$ cat config.mk
export PLATFORM = sky130hd
export DESIGN_NAME = pif_flags
export DESIGN_NICKNAME = d
export VERILOG_FILES = /design/src/rtl/pif_pkg.sv /design/src/rtl/pif_flags.sv /design/src/rtl/pif_sync.sv /design/src/rtl/pif_w1c.sv
export SDC_FILE = /design/constraint.sdc
export NUM_CORES = 1
export LEC_CHECK = 0
export BUFFER_PORTS_ARGS = -buffer_cell sky130_fd_sc_hd__clkbuf_2
export CORE_ASPECT_RATIO = 0.7
export CORE_MARGIN = 2
export CORE_UTILIZATION = 50
export DETAILED_ROUTE_END_ITERATION = 7
export GPL_ROUTABILITY_DRIVEN = 0
export PLACE_DENSITY_LB_ADDON = 0.1
export SLEW_MARGIN = 20
export SYNTH_ARGS = -nofsm -noshare
export SYNTH_HDL_FRONTEND = slang
export SYNTH_SLANG_ARGS = --single-unit
$ cat constraint.sdc
create_clock -name clk_sys -period 2.2 [get_ports clk_sys]
set_input_delay 0.22 -clock clk_sys [delete_from_list [all_inputs] [get_ports clk_sys]]
set_output_delay 0.22 -clock clk_sys [all_outputs]
set_load 0.03 [all_outputs]
$ cat src/rtl/pif_pkg.sv
// shared constants and types of the peripheral interrupt flag bank
package pif_pkg;
    // ------------------------------------------------------------
    // bus geometry
    // ------------------------------------------------------------
    localparam int unsigned PIF_AW = 5;   // byte address width
    localparam int unsigned PIF_DW = 32;  // bus data width
    // ------------------------------------------------------------
    // register byte offsets
    // ------------------------------------------------------------
    localparam logic [4:0] PIF_OFS_REQ1 = 5'h00; // peripheral_request_one
    localparam logic [4:0] PIF_OFS_EN1  = 5'h04; // peripheral_enable_one
    localparam logic [4:0] PIF_OFS_EN2  = 5'h08; // peripheral_enable_two
    localparam logic [4:0] PIF_OFS_CTL  = 5'h0c; // irq_control_reg
    localparam logic [4:0] PIF_OFS_STS  = 5'h10; // sticky event status
    localparam logic [4:0] PIF_OFS_MSK  = 5'h14; // status mask
    // ------------------------------------------------------------
    // field positions
    // ------------------------------------------------------------
    localparam int unsigned PIF_B_GATE = 7; // gate_event_flag
    localparam int unsigned PIF_B_ADC  = 6; // converter_done_flag
    localparam int unsigned PIF_B_RX   = 5; // serial_rx_flag
    localparam int unsigned PIF_B_TX   = 4; // serial_tx_flag
    localparam int unsigned PIF_B_SSP  = 3; // sync_port_done_flag
    localparam int unsigned PIF_B_CCA  = 2; // capcmp_a_flag
    localparam int unsigned PIF_B_PER  = 1; // period_match_flag
    localparam int unsigned PIF_B_OVF  = 0; // count_overflow_flag
    localparam int unsigned PIF_B_GLB  = 7; // global_irq_enable
    localparam int unsigned PIF_B_PEN  = 6; // peripheral_irq_enable
    localparam int unsigned PIF_B_CCB  = 0; // capcmp_b_irq_enable
    // ------------------------------------------------------------
    // reset values and masks
    // ------------------------------------------------------------
    localparam logic [7:0] PIF_REQ1_RST  = 8'h00;
    localparam logic [7:0] PIF_EN1_RST   = 8'h00;
    localparam logic       PIF_EN2_RST   = 1'b0;
    localparam logic [1:0] PIF_CTL_RST   = 2'b00;
    localparam logic [7:0] PIF_MSK_RST   = 8'h00;
    localparam logic [7:0] PIF_REQ1_WMSK = 8'hcf; // rx and tx bits read only
    // ------------------------------------------------------------
    // capture/compare unit mode, one-hot
    // ------------------------------------------------------------
    typedef enum logic [2:0] {
        PIF_MODE_CAPTURE = 3'b001,
        PIF_MODE_COMPARE = 3'b010,
        PIF_MODE_PWM     = 3'b100
    } pif_ccp_mode_e;
endpackage

$ cat src/rtl/pif_flags.sv
// peripheral interrupt request flag bank with avalon-mm registers
//
// Overview of operation
// - second enable register: only bit 0 exists
// - request register eight flags, reset zero
// - bit 7 sets while gate inactive, sticky
// - bit 6 sets on conversion done, sticky
// - bit 5 follows receive buffer full
// - bit 4 follows transmit buffer empty
// - bit 3 sets on sync port done
// - capture mode: capture event sets bit 2
// - compare mode: match event sets bit 2
// - bit 1 sets on period match
// - bit 0 sets on count overflow
// - flags latch regardless of any interrupt enable
// - peripheral enable gates every request into periph_irq_req; irq is not gated by it
// - enable bit per flag, same position
//
// Design decisions made here: the placing of the registers and the Avalon-MM register port.
`timescale 1ns/1ps
module pif_flags (
    input  wire logic        clk_sys,
    input  wire logic        reset_n,
    input  wire logic        clk_en,
    input  wire logic [4:0]  avs_address,
    input  wire logic        avs_read,
    input  wire logic        avs_write,
    input  wire logic [31:0] avs_writedata,
    output logic      [31:0] avs_readdata,
    output logic             avs_waitrequest,
    input  wire logic        gate_active_pin,
    input  wire logic        adc_done_evt,
    input  wire logic        rx_buf_full,
    input  wire logic        tx_buf_empty,
    input  wire logic        sync_port_done_evt,
    input  wire logic [2:0]  capcmp_a_mode,
    input  wire logic        capcmp_a_capture_evt,
    input  wire logic        capcmp_a_match_evt,
    input  wire logic        period_match_evt,
    input  wire logic        count_overflow_evt,
    input  wire logic        capcmp_b_flag,
    output logic             periph_irq_req,
    output logic             irq
);
    // ------------------------------------------------------------
    // types and state
    // ------------------------------------------------------------
    typedef struct packed {
        logic [7:0]  req;     // writable request flags
        logic [7:0]  en1;     // peripheral_enable_one
        logic        en2;     // capcmp_b_irq_enable
        logic        glb;     // global_irq_enable
        logic        pen;     // peripheral_irq_enable
        logic [7:0]  msk;     // status mask
        logic        rx_prv;  // receive level, last cycle
        logic        tx_prv;  // transmit level, last cycle
        logic        ack;     // bus answer phase
        logic [31:0] rdata;   // registered read data
    } pif_state_s;
    pif_state_s s_r;
    pif_state_s s_nxt;

    // ------------------------------------------------------------
    // address decode, used by read mux and write strobes
    // ------------------------------------------------------------
    function automatic logic pif_hit(input logic [4:0] a, input logic [4:0] ofs);
        pif_hit = (a == ofs);
    endfunction

    logic        gate_act;  // filtered gate level, one = active
    logic        gate_inact; // gate inactive condition
    logic [7:0]  set_v;     // flag set events this cycle
    logic [7:0]  flags;     // visible request register
    logic [7:0]  sts;       // sticky event status
    logic [7:0]  sts_set;   // events into status
    logic [7:0]  sts_clr;   // write-one-to-clear
    logic        wr_go;     // write takes effect now
    logic        cca_set;   // capcmp_a flag condition
    logic [7:0]  wbyte;     // low byte of write data

    // ------------------------------------------------------------
    // gate pin synchroniser
    // ------------------------------------------------------------
    // gate comes from a pin, so it is filtered before use
    pif_sync #(
        .RST_VAL (1'b0)
    ) u_gate_sync (
        .clk_sys   (clk_sys),
        .reset_n   (reset_n),
        .clk_en    (clk_en),
        .pin_in    (gate_active_pin),
        .level_out (gate_act)
    );

    assign gate_inact = ~gate_act;
    // low byte carries data
    assign wbyte      = avs_writedata[7:0];
    // lands at answer edge
    assign wr_go      = avs_write & s_r.ack;

    // ------------------------------------------------------------
    // flag set conditions
    // ------------------------------------------------------------
    // pwm mode is decoded to no event, so it never reaches the flag
    always_comb begin
        cca_set = 1'b0;
        case (pif_pkg::pif_ccp_mode_e'(capcmp_a_mode))
            pif_pkg::PIF_MODE_CAPTURE: begin
                cca_set = capcmp_a_capture_evt;
            end

            pif_pkg::PIF_MODE_COMPARE: begin
                cca_set = capcmp_a_match_evt;
            end

            pif_pkg::PIF_MODE_PWM: begin
                cca_set = 1'b0;
            end

            default: begin
                // illegal codes set nothing
                cca_set = 1'b0;
            end
        endcase
    end

    // no enable term appears here: flags latch whatever the interrupt enables hold
    always_comb begin
        set_v                      = 8'h00;
        set_v[pif_pkg::PIF_B_GATE] = gate_inact;
        set_v[pif_pkg::PIF_B_ADC]  = adc_done_evt;
        set_v[pif_pkg::PIF_B_SSP]  = sync_port_done_evt;
        set_v[pif_pkg::PIF_B_CCA]  = cca_set;
        set_v[pif_pkg::PIF_B_PER]  = period_match_evt;
        set_v[pif_pkg::PIF_B_OVF]  = count_overflow_evt;
    end

    // rx and tx are live levels; their owners clear them on data access
    always_comb begin
        flags                    = s_r.req & pif_pkg::PIF_REQ1_WMSK;
        flags[pif_pkg::PIF_B_RX] = rx_buf_full;
        flags[pif_pkg::PIF_B_TX] = tx_buf_empty;
    end

    // ------------------------------------------------------------
    // sticky event status for the local interrupt
    // ------------------------------------------------------------
    // rx/tx report rising edges
    always_comb begin
        sts_set                    = set_v;
        sts_set[pif_pkg::PIF_B_RX] = rx_buf_full & ~s_r.rx_prv;
        sts_set[pif_pkg::PIF_B_TX] = tx_buf_empty & ~s_r.tx_prv;
        sts_clr = (wr_go && pif_hit(avs_address, pif_pkg::PIF_OFS_STS)) ? wbyte : 8'h00;
    end

    pif_w1c #(
        .W (8)
    ) u_sts (
        .clk_sys (clk_sys),
        .reset_n (reset_n),
        .clk_en  (clk_en),
        .set_in  (sts_set),
        .clr_in  (sts_clr),
        .q_out   (sts)
    );

    // ------------------------------------------------------------
    // next state: bus handshake, register writes, flag latching
    // ------------------------------------------------------------
    always_comb begin
        s_nxt = s_r;
        if (clk_en) begin
            // edge detect history
            s_nxt.rx_prv = rx_buf_full;
            s_nxt.tx_prv = tx_buf_empty;
            // one wait cycle, then the answer phase
            s_nxt.ack = (avs_read | avs_write) & ~s_r.ack;
            // read data captured entering the answer phase
            if (avs_read && !s_r.ack) begin
                s_nxt.rdata = 32'h0000_0000;
                if (pif_hit(avs_address, pif_pkg::PIF_OFS_REQ1)) begin
                    s_nxt.rdata[7:0] = flags;
                end else if (pif_hit(avs_address, pif_pkg::PIF_OFS_EN1)) begin
                    s_nxt.rdata[7:0] = s_r.en1;
                end else if (pif_hit(avs_address, pif_pkg::PIF_OFS_EN2)) begin
                    // upper bits unimplemented, read zero
                    s_nxt.rdata[pif_pkg::PIF_B_CCB] = s_r.en2;
                end else if (pif_hit(avs_address, pif_pkg::PIF_OFS_CTL)) begin
                    s_nxt.rdata[pif_pkg::PIF_B_GLB] = s_r.glb;
                    s_nxt.rdata[pif_pkg::PIF_B_PEN] = s_r.pen;
                end else if (pif_hit(avs_address, pif_pkg::PIF_OFS_STS)) begin
                    s_nxt.rdata[7:0] = sts;
                end else if (pif_hit(avs_address, pif_pkg::PIF_OFS_MSK)) begin
                    s_nxt.rdata[7:0] = s_r.msk;
                end
                // unmapped: answers zero
            end

            // request flags: a write stores, but a set event wins
            if (wr_go && pif_hit(avs_address, pif_pkg::PIF_OFS_REQ1)) begin
                s_nxt.req = (wbyte | set_v) & pif_pkg::PIF_REQ1_WMSK;
            end else begin
                s_nxt.req = (s_r.req | set_v) & pif_pkg::PIF_REQ1_WMSK;
            end

            // enable and control registers
            if (wr_go && pif_hit(avs_address, pif_pkg::PIF_OFS_EN1)) begin
                s_nxt.en1 = wbyte;
            end

            if (wr_go && pif_hit(avs_address, pif_pkg::PIF_OFS_EN2)) begin
                s_nxt.en2 = wbyte[pif_pkg::PIF_B_CCB];
            end

            if (wr_go && pif_hit(avs_address, pif_pkg::PIF_OFS_CTL)) begin
                s_nxt.glb = wbyte[pif_pkg::PIF_B_GLB];
                s_nxt.pen = wbyte[pif_pkg::PIF_B_PEN];
            end

            if (wr_go && pif_hit(avs_address, pif_pkg::PIF_OFS_MSK)) begin
                s_nxt.msk = wbyte;
            end
        end
    end

    // ------------------------------------------------------------
    // state register
    // ------------------------------------------------------------
    // async reset of all state, tx_prv loads one
    always_ff @(posedge clk_sys or negedge reset_n) begin
        if (!reset_n) begin
            s_r.req    <= pif_pkg::PIF_REQ1_RST;
            s_r.en1    <= pif_pkg::PIF_EN1_RST;
            s_r.en2    <= pif_pkg::PIF_EN2_RST;
            s_r.glb    <= pif_pkg::PIF_CTL_RST[1];
            s_r.pen    <= pif_pkg::PIF_CTL_RST[0];
            s_r.msk    <= pif_pkg::PIF_MSK_RST;
            s_r.rx_prv <= 1'b0;
            s_r.tx_prv <= 1'b1; // idle: buffer empty
            s_r.ack    <= 1'b0;
            s_r.rdata  <= 32'h0000_0000;
        end else begin
            s_r <= s_nxt;
        end
    end

    // ------------------------------------------------------------
    // outputs
    // ------------------------------------------------------------
    // software should clear stale flags before enabling
    // this logic simply forwards whatever is pending
    assign periph_irq_req = s_r.glb & s_r.pen &
        ((|(flags & s_r.en1)) | (capcmp_b_flag & s_r.en2));
    // any unmasked sticky bit
    assign irq             = |(sts & s_r.msk);
    // one wait per access
    assign avs_waitrequest = (avs_read | avs_write) & ~s_r.ack;
    // from its register
    assign avs_readdata    = s_r.rdata;

    logic wr_req1; // helper: request register written now
    assign wr_req1 = wr_go && pif_hit(avs_address, pif_pkg::PIF_OFS_REQ1);
endmodule

$ cat src/rtl/pif_sync.sv
// three-stage pin synchroniser with agreement filter
`timescale 1ns/1ps
module pif_sync #(
    parameter logic RST_VAL = 1'b0
) (
    input  wire logic clk_sys,
    input  wire logic reset_n,
    input  wire logic clk_en,
    input  wire logic pin_in,
    output logic      level_out
);
    // ------------------------------------------------------------
    // state
    // ------------------------------------------------------------
    typedef struct packed {
        logic [2:0] ff;     // ff[0] is the metastable stage
        logic       stable; // filtered level
    } pif_sync_s;
    pif_sync_s s_r;
    pif_sync_s s_nxt;

    // shift and accept only when stages two and three agree
    always_comb begin
        s_nxt = s_r;
        if (clk_en) begin
            s_nxt.ff = {s_r.ff[1:0], pin_in};
            if (s_r.ff[1] == s_r.ff[2]) begin
                s_nxt.stable = s_r.ff[2];
            end
        end
    end

    // register
    always_ff @(posedge clk_sys or negedge reset_n) begin
        if (!reset_n) begin
            s_r <= '{ff: {3{RST_VAL}}, stable: RST_VAL};
        end else begin
            s_r <= s_nxt;
        end
    end

    assign level_out = s_r.stable;
endmodule

$ cat src/rtl/pif_w1c.sv
// sticky status bank, set by events, cleared by writing ones
`timescale 1ns/1ps
module pif_w1c #(
    parameter int unsigned W = 8
) (
    input  wire logic         clk_sys,
    input  wire logic         reset_n,
    input  wire logic         clk_en,
    input  wire logic [W-1:0] set_in,
    input  wire logic [W-1:0] clr_in,
    output logic      [W-1:0] q_out
);
    // ------------------------------------------------------------
    // state
    // ------------------------------------------------------------
    typedef struct packed {
        logic [W-1:0] q; // sticky bits
    } pif_w1c_s;
    pif_w1c_s s_r;
    pif_w1c_s s_nxt;

    // set wins over a clear in the same cycle so no event is lost
    always_comb begin
        s_nxt = s_r;
        if (clk_en) begin
            s_nxt.q = (s_r.q & ~clr_in) | set_in;
        end
    end

    // register
    always_ff @(posedge clk_sys or negedge reset_n) begin
        if (!reset_n) begin
            s_r <= '0;
        end else begin
            s_r <= s_nxt;
        end
    end

    assign q_out = s_r.q;
endmodule

==> results of run 1 <==
==> routing by layer <==
| metal | GRT usage (%) | wire (µm) | vias to the layer above |
|---|---|---|---|
| li1 | - | - | 872 |
| met1 | 33.5 | 2800 | 918 |
| met2 | 33.3 | 2510 | 85 |
| met3 | 5.54 | 477 | 7 |
| met4 | 6.92 | 63 | 0 |
| met5 | 0 | 0 | - |
==> sequential cells by signal (all words and copies together) (netlist names) <==
| register | flops |
|---|---|
| u_gate_sync.level_out | 1 |
| avs_readdata | 8 |
| u_sts.q_out | 8 |
| flags | 6 |
| s_r | 22 |
| u_gate_sync.s_r | 3 |
==> logic make-up (layout without fill, tap and decap cells) <==
family          after synthesis  after routing  share of synthesized area (%)
mux                          30             30                           16.0
compound gates               38             38                           10.2
flops                        48             48                           46.3
other cells                   1             24                          0.144
buf+inv                      50             65                           12.6
simple gates                 67             67                           14.7
==> stage by stage <==
step / setup slack, ns / util [%] / instances / instance area, µm²
6_report: 0.427 / 58.5 / 341 / 2860
5_1_grt: 0.341 / 58.5 / 341 / 2860
4_1_cts: 0.424 / 58.5 / 341 / 2860
3_5_place_dp: 0.462 / 56.0 / 332 / 2740
3_3_place_gp: 0.471 / 56.0 / 332 / 2740
2_1_floorplan: 0.758 / - / 257 / 2680
==> worst min path at each step <==
stage / to / slack, ns
5_1_grt: u_sts.q_out[1] / 0.15
6_report: u_gate_sync.s_r[1] / 0.15
2_1_floorplan: avs_readdata[0] / -0.08
4_1_cts: u_gate_sync.s_r[1] / 0.15
3_3_place_gp: u_sts.q_out[4] / 0.29
3_5_place_dp: u_sts.q_out[0] / 0.30
==> cell type report <==
class | instances | area, µm² | area share (%)
Clock buffer | 5 | 68.8 | 2.41
Tap cell | 69 | 86.3 | 3.02
Sequential cell | 48 | 1200 | 42.0
Clock inverter | 3 | 42.5 | 1.49
Multi-Input combinational cell | 159 | 1150 | 40.4
Inverter | 6 | 22.5 | 0.787
Timing Repair Buffer | 51 | 283 | 9.89
==> power by group <==
group          internal (µW)  switching (µW)  leakage [µW]
Sequential               979            70.3      0.000569
Combinational            176             317      0.000700
Clock                    337             305     0.0000541
Total                   1490             692       0.00132
==> cells in the final DEF, fill, tap and decap left out, drive strengths merged, types with 2 or more instances in the layout <==
| cell | instances |
|---|---|
| a21oi | 5 |
| a22o | 5 |
| a22oi | 5 |
| a32o | 2 |
| a32oi | 2 |
| and3 | 4 |
| buf | 9 |
| clkbuf | 46 |
| conb | 24 |
| dfrtp | 47 |
| inv | 6 |
| mux2 | 23 |
| mux4 | 7 |
| nand2 | 19 |
| nand3 | 23 |
| nand3b | 3 |
| nor2 | 5 |
| nor3 | 2 |
| nor4 | 2 |
| nor4b | 2 |
| o21ai | 11 |
==> timing repair <==
action	in CTS	in global routing
endpoints found under the setup margin	0	0
hold buffers	1	0
endpoints found under the hold margin	24	0
buffers inserted	0	0
==> results_dict.tcl, run 1 <==
set metrics [dict create \
    first_iter_violations 154 \
    clk_path_buf_depth 2 \
    fmax_mhz 564 \
    slew_headroom_pct 55.5 \
    avgSynthCellArea_um2 11.1 \
    yosys-top-cells-area "dfrtp_1 45%, mux2_2 10%, buf_4 9.8%, mux4_2 6.1%, nand3_1 4.4%" \
    clkTransAtPathRegs_ns 0.09 \
    setup_viol 0 \
    crit_cells 4 \
    async_flop_share_pct 100 \
    synthTopCellsByCount "47 x dfrtp_1, 34 x buf_4, 23 x mux2_2, 23 x nand3_1, 19 x nand2_1" \
    leakage_uw 0.00132 \
    dr.pass1.iters 4 \
    crit_path_end_kind "primary output" \
    cp_top_family "compound AO/OA/AOI/OAI gates" \
    worst_pin_slew_ns 0.668 \
    htreeDepth 2 \
    endpoint "periph_irq_req" \
    start_util_pct 53.1 \
    finalMaxSlewViolations 0 \
    drt_wl_total_mm 5.85 \
    total_power_uw 2180 \
    rsz0062_at_grt "false" \
    wl_per_cell_um 17.2 \
    r2r_cells 3 \
    fp.dieW_um 90.1 \
    antenna_found_initial 0 \
    yosysWarnings 0 \
    path_class "reg -> out" \
    worstSkewPairLatency_ns 0.30 \
    crit_required_ns 1.98 \
    reg2reg_from "s_r[32]" \
    vdd_drop_max_uv 434 \
    ant_nets 0 \
    cts_sinks 48 \
    cp_num_buf_inv 1 \
    clock-root-buffer "clkbuf_8" \
    grt_pass1_vias 1915 \
    fin_nets 326 \
    drive_gt1_share_pct 33.8 \
    fp.dieH_um 64.3 \
    post_cts_resized 0 \
    worstHoldStart "gate_active_pin" \
    io_pins 90 \
    path_cells "a22o_1, a221oi_1, a31oi_1, clkbuf_2" \
    synthToLayoutAreaGrowth_pct 10.1 \
    r2r_end "s_r[42]" \
    core_area_um2 4890 \
    cts_tree "built" \
    yosysTopAreaCell "dfrtp_1" \
    core.rowCount 21 \
    dpl.hpwl_mm 4.32 \
    max_stage_delay_ns 0.41 \
    num_antenna_cells 0 \
    synth_cells 234 \
    yosysSeqAreaShare_pct 46.3 \
    numCtsBuffers 5 \
    startpoint "s_r[47]" \
    worstPathMaxFanout 3 \
    synth_edf_count 0 \
    finalSetupTns_ns 0 \
    arrival_ns 1.55 \
    r2r_setup_slack_ns 0.56 \
    vias_per_cell 5.52 \
    crit_slowest_cell "dfrtp_1" \
    overflow 0 \
    holdWs_ns 0.153 \
    dieArea_um2 5800 \
    synth.top_cell.area_share_pct 45.3 \
    netlist_area_um2 2600 \
    hold_violations 0 \
    synth.distinct_cells 42 \
    portBuffers 41 \
    synthFlopType "dfrtp_1" \
    nFillCells 448 \
    cp-start-kind "register" \
    grt_use_total_pct 22.7 \
    status "finished, final reports clean" \
    grt_first_pass_wirelength_mm 9.96 \
    p_per_area_nw_per_um2 764 \
    ys_seq_elements 48 \
    skew_ns 0.00607 \
    yosysMostFrequentCell "dfrtp_1" \
    fin_crit_ns 1.77 \
    min_path_type "in -> reg" \
    drcViolationCount 0 \
    min_period_over_period_pct 80.6 \
    num_vias 1882 \
    grt_start_max_net_pins 28 \
    hold_depth 2 \
    maxCapViolCount 0 \
]
No activity file was read; power rests on OpenSTA's default activity.
==> run 2: changes to the inputs <==
--- a/config.mk
+++ b/config.mk
@@ -8,7 +8,7 @@
 export BUFFER_PORTS_ARGS = -buffer_cell sky130_fd_sc_hd__clkbuf_2
 export CORE_ASPECT_RATIO = 0.7
 export CORE_MARGIN = 2
-export CORE_UTILIZATION = 50
+export CORE_UTILIZATION = 45
 export DETAILED_ROUTE_END_ITERATION = 7
 export GPL_ROUTABILITY_DRIVEN = 0
 export PLACE_DENSITY_LB_ADDON = 0.1
==> constraint.sdc (replaced) <==
create_clock -name clk_sys -period 1.5 [get_ports clk_sys]
set_input_delay 0.15 -clock clk_sys [delete_from_list [all_inputs] [get_ports clk_sys]]
set_output_delay 0.15 -clock clk_sys [all_outputs]
set_load 0.03 [all_outputs]
==> run 2 against run 1 <==
Compared with the run above: the run now ends with setup timing left; critical endpoint unchanged; global-route usage shrank 2.3 points; die area grew 11%; largest power group unchanged; clock power grew 20%; largest cell class unchanged.
==> results_dict.tcl, run 2 (synthesis gave the netlist of run 1 again) <==
set metrics [dict create \
    status "complete, but fails checks" \
    violations "setup timing" \
    antenna_found_initial 0 \
    min_to "flags[3]" \
    drcViolationCount 0 \
    utilization_pct 52.7 \
    vias_per_cell 5.37 \
    numCtsBuffers 5 \
    worstHoldStart "sync_port_done_evt" \
    fin_crit_ns 1.65 \
    ant_nets 0 \
    p_per_area_nw_per_um2 1040 \
    layout_commonest_cell "dfrtp_1" \
    largest_register_ffs 22 \
    io_pins 90 \
    nFillCells 529 \
    hold_violations 0 \
    worstSkewPairLatency_ns 0.30 \
    path_class "reg -> out" \
    setup_viol 1 \
    wl_per_cell_um 16.8 \
    placed_cells 349 \
    clkTransAtPathRegs_ns 0.09 \
    clock-root-buffer "clkbuf_8" \
    first_iter_violations 90 \
    portBuffers 41 \
    grt_start_max_net_pins 49 \
    dieArea_um2 6410 \
    min_path_type "in -> reg" \
    drt_wl_total_mm 6.04 \
    start_util_pct 46.1 \
    vdd_drop_max_uv 397 \
    r2r_setup_slack_ns 0.10 \
    grt_use_total_pct 20.4 \
    rsz0062_at_grt "true" \
    dr.pass1.iters 4 \
    overflow 0 \
    dpl.hpwl_mm 4.48 \
    num_antenna_cells 0 \
    reg2reg_from "s_r[32]" \
    synthToLayoutAreaGrowth_pct 14.4 \
    cts_sinks 48 \
    core.rowCount 23 \
    fp.dieW_um 94.8 \
    grt_first_pass_wirelength_mm 9.78 \
    num_vias 1929 \
    r2r_end "s_r[38]" \
    fmax_mhz 605 \
    hold_depth 3 \
    leakage_uw 0.00138 \
    clk_path_buf_depth 2 \
    htreeDepth 2 \
    finalMaxSlewViolations 0 \
    arrival_ns 1.50 \
    skew_ns 0.00443 \
    top_register "s_r" \
    cts_tree "built" \
    r2r_cells 4 \
    fin_cells 359 \
    crit_required_ns 1.35 \
    cp-start-kind "register" \
    holdWs_ns 0.0751 \
    finalSetupTns_ns -0.153 \
    setup_slack_ns -0.153 \
    worstPathMaxFanout 3 \
    min_period_over_period_pct 110 \
    crit_path_end_kind "primary output" \
    layout_common_cells "47 x dfrtp_1, 39 x clkbuf_2, 24 x conb_1, 23 x mux2_2, 23 x nand3_1" \
    drive_gt1_share_pct 36.6 \
    fin_nets 338 \
    core_area_um2 5640 \
    maxCapViolCount 0 \
    total_power_uw 3080 \
    fp.dieH_um 67.6 \
    grt_pass1_vias 1828 \
]
==> run 2: layer usage <==
metal | up-vias | GRT usage, % | part of all wire (%)
met5 | - | 0 | 0
met4 | 0 | 4.89 | 0.60
met3 | 5 | 4.13 | 5.5
met2 | 67 | 29.2 | 42
met1 | 960 | 31.6 | 52
li1 | 897 | - | -
==> run 2: area by class of cell <==
cell class | count | area [µm²] | area share, %
Sequential cell | 48 | 1200 | 40.5
Tap cell | 75 | 93.8 | 3.16
Timing Repair Buffer | 63 | 400 | 13.5
Inverter | 6 | 22.5 | 0.758
Clock buffer | 7 | 76.3 | 2.57
Multi-Input combinational cell | 159 | 1170 | 39.3
Clock inverter | 1 | 8.76 | 0.295
==> run 2: through the flow <==
stage,cell area [µm²],setup WS (ns)
finish,2970,-0.153
global route,2970,-0.208
CTS,2960,-0.174
floorplan,2680,0.128
global placement,2850,0.0147
detailed placement,2850,-0.00564
==> run 2: worst max path at each step <==
stage | start | endpoint | cells after the start
2_1_floorplan | avs_address[3] | s_r[35] | 4
5_1_grt | flags[1] | periph_irq_req | 4
4_1_cts | s_r[50] | periph_irq_req | 3
3_5_place_dp | avs_address[2] | avs_readdata[3] | 5
6_report | s_r[50] | periph_irq_req | 3
3_3_place_gp | avs_address[2] | avs_readdata[1] | 5
==> run 2: timing repair <==
item                       4_1_cts  5_1_grt
hold buffers                     1        0
gates resized for setup          3        2
setup endpoints to repair        2        2
hold endpoints to repair        47        0
setup buffers                    0        1
==> run 2: power breakdown <==
group	switching [µW]	internal (µW)
registers	97.6	1440
clock network	435	334
logic	487	293
total	1020	2060
==> run 2: critical path, stage by stage (launching register included) <==
cell	delay (ns)
dfrtp_1	0.41
a222oi_1	0.43
a31oi_1	0.17
buf_4	0.19
==> run 3: changes to the inputs <==
--- a/config.mk
+++ b/config.mk
@@ -5,14 +5,15 @@
 export SDC_FILE = /design/constraint.sdc
 export NUM_CORES = 1
 export LEC_CHECK = 0
+export ABC_AREA = 1
 export BUFFER_PORTS_ARGS = -buffer_cell sky130_fd_sc_hd__clkbuf_2
-export CORE_ASPECT_RATIO = 0.7
+export CORE_ASPECT_RATIO = 0.6
 export CORE_MARGIN = 2
-export CORE_UTILIZATION = 45
+export CORE_UTILIZATION = 46
 export DETAILED_ROUTE_END_ITERATION = 7
 export GPL_ROUTABILITY_DRIVEN = 0
 export PLACE_DENSITY_LB_ADDON = 0.1
-export SLEW_MARGIN = 20
+export SLEW_MARGIN = 5
 export SYNTH_ARGS = -nofsm -noshare
 export SYNTH_HDL_FRONTEND = slang
 export SYNTH_SLANG_ARGS = --single-unit
==> run 3 against run 2 <==
Compared with the run above: the run still ends with setup timing left; setup slack improved by 0.14 ns; combinational power shrank 22%; worst hold slack got worse by 0.032 ns; clock power is 10% higher; critical path type unchanged; critical endpoint unchanged.
==> results_dict.tcl, run 3 <==
set metrics [dict create \
    worstSkewPairLatency_ns 0.31 \
    synth_cells 326 \
    fp.dieH_um 63.5 \
    drive_gt1_share_pct 24.8 \
    yosysWarnings 0 \
    cts_tree "built" \
    dr.pass1.iters 4 \
    ys_seq_elements 48 \
    min_to "u_gate_sync.s_r[1]" \
    fp.dieW_um 103 \
    avgSynthCellArea_um2 8.34 \
    p_per_area_nw_per_um2 940 \
    top_register "s_r" \
    fmax_mhz 660 \
    dieArea_um2 6560 \
    grt_first_pass_wirelength_mm 10.5 \
    crit_slowest_cell "dfrtp_1" \
    pwr-share-clk_pct 29.2 \
    switchingPower_uw 941 \
    synthFlopType "dfrtp_1" \
    grt_use_total_pct 21.7 \
    layout_commonest_cell "nand2_1" \
    yosysSeqAreaShare_pct 44.2 \
    leakage_uw 0.00160 \
    synthTopCellsByCount "97 x nand2_1, 47 x dfrtp_1, 32 x buf_4" \
    synthToLayoutAreaGrowth_pct 13.7 \
    swShare_pct 32.4 \
    arrival_ns 1.36 \
    cp-start-kind "register" \
    setup_viol 1 \
    core_area_um2 5650 \
    start_util_pct 48.1 \
    cp_top_family "flip-flops" \
    intPower_uw 1960 \
    min_path_type "in -> reg" \
    worstPathMaxFanout 2 \
    clock-root-buffer "clkbuf_8" \
    layout_common_cells "95 x nand2_1, 47 x dfrtp_1, 39 x clkbuf_2, 28 x o21ai_1, 24 x conb_1" \
    dpl.hpwl_mm 5.02 \
    ant_nets 0 \
    holdWs_ns 0.0426 \
    synth_edf_count 0 \
    r2r_setup_slack_ns 0.14 \
    r2r_cells 7 \
    num_vias 2229 \
    vias_per_cell 4.90 \
    violations "setup timing" \
    finalMaxSlewViolations 0 \
    status "complete, but fails checks" \
    synth.distinct_cells 29 \
    grt_pass1_vias 1958 \
    numCtsBuffers 5 \
    drt_wl_total_mm 6.57 \
    fin_crit_ns 1.51 \
    async_flop_share_pct 100 \
    yosys-top-cells-area "dfrtp_1 43%, nand2_1 13%, buf_4 8.8%, nand4_1 5.3%, o21ai_1 5.2%" \
    core.rowCount 21 \
    hold_depth 3 \
    pwr-share-comb_pct 20.8 \
    netlist_area_um2 2720 \
    r2r_end "avs_readdata[6]" \
    skew_ns 0.00725 \
    power_frac_seq_pct 50.0 \
    cp_num_buf_inv 1 \
    io_pins 90 \
    drcViolationCount 0 \
    first_iter_violations 147 \
    htreeDepth 2 \
    path_cells "nand2_1, nand3_2, a211oi_2, a21oi_1, buf_4" \
    finalSetupTns_ns -0.0144 \
    wl_per_cell_um 14.4 \
    yosysMostFrequentCell "nand2_1" \
    maxCapViolCount 0 \
    path_class "reg -> out" \
    synth.top_cell.area_share_pct 43.3 \
    total_power_uw 2900 \
    grt_start_max_net_pins 34 \
    cts_sinks 48 \
    min_period_over_period_pct 101 \
    clk_path_buf_depth 2 \
    yosysTopAreaCell "dfrtp_1" \
    vdd_drop_max_uv 423 \
    reg2reg_from "s_r[32]" \
    antenna_found_initial 0 \
    worstHoldStart "gate_active_pin" \
    setup_slack_ns -0.0144 \
    num_antenna_cells 0 \
    rsz0062_at_grt "true" \
    fin_nets 429 \
    crit_required_ns 1.35 \
    portBuffers 41 \
    crit_path_end_kind "primary output" \
    max_stage_delay_ns 0.43 \
    largest_register_ffs 22 \
    overflow 0 \
    clkTransAtPathRegs_ns 0.10 \
    hold_violations 0 \
]
run 3: power by group through the flow:
stage          clock, µW  combinational (µW)  sequential (µW)
3_5_place_dp           0                 549             1480
2_1_floorplan          0                 444             1450
5_1_grt              925                 668             1460
4_1_cts              860                 599             1450
3_3_place_gp           0                 544             1470
6_report             848                 605             1450
run 3: how the worst max path moves through the flow:
stage | cells after the start | endpoint | startpoint
finish | 5 | periph_irq_req | flags[6]
global route | 5 | periph_irq_req | flags[0]
CTS | 5 | periph_irq_req | flags[6]
detailed placement | 7 | avs_readdata[3] | s_r[32]
global placement | 7 | u_sts.q_out[5] | avs_address[3]
floorplan | 8 | avs_readdata[3] | s_r[32]
run 3: kinds of logic after synthesis:
logic type | after synthesis | synth area share (%)
AOI/OAI and AO/OA | 62 | 13.2
DFF | 48 | 44.2
and+or+nand+nor | 148 | 27.3
other | 1 | 0.138
buffers and inverters | 67 | 15.1
run 3: routing by layer:
layer  routed length, µm  GRT usage [%]
met5                   0              0
met4                  76           5.92
met3                 671           5.88
met2                2480           26.1
met1                3350           36.6
run 3: layout make-up:
| cell class | instances | area (µm²) |
|---|---|---|
| fill | 539 | 2560 |
| multi-input combinational | 234 | 1220 |
| sequential | 48 | 1200 |
| timing repair buffer | 61 | 383 |
| tap | 80 | 100 |
| inverter | 24 | 90.1 |
| clock buffer | 6 | 82.6 |
| clock inverter | 2 | 13.8 |
run 3: worst register-to-register path: stages, from the launching register on:
cell      delay [ns]
dfrtp_1         0.38
inv_1           0.08
nand2_1         0.07
nor2_1          0.28
buf_4           0.20
o21ai_0         0.07
o21bai_1        0.16
nand2_1         0.06
run 3: what timing repair did:
| item | CTS | global route |
|---|---|---|
| cloned | 0 | 0 |
| endpoints found under the setup margin | 2 | 4 |
| hold buffers | 1 | 0 |
| pin swaps | 1 | 0 |
| buffers inserted | 7 | 0 |
| endpoints found under the hold margin | 15 | 0 |
| gates resized for setup | 7 | 5 |
run 3: through the flow:
stage                     instances  utilization, %  instance area, µm²  worst slack [ns]
after CTS                       455            54.6                3080           -0.0146
after floorplan                 349               -                2800             0.278
after detailed placement        439            51.2                2890             0.125
after global placement          439            51.2                2890             0.136
after global routing            455            54.7                3090           -0.0569
final                           455            54.7                3090           -0.0144
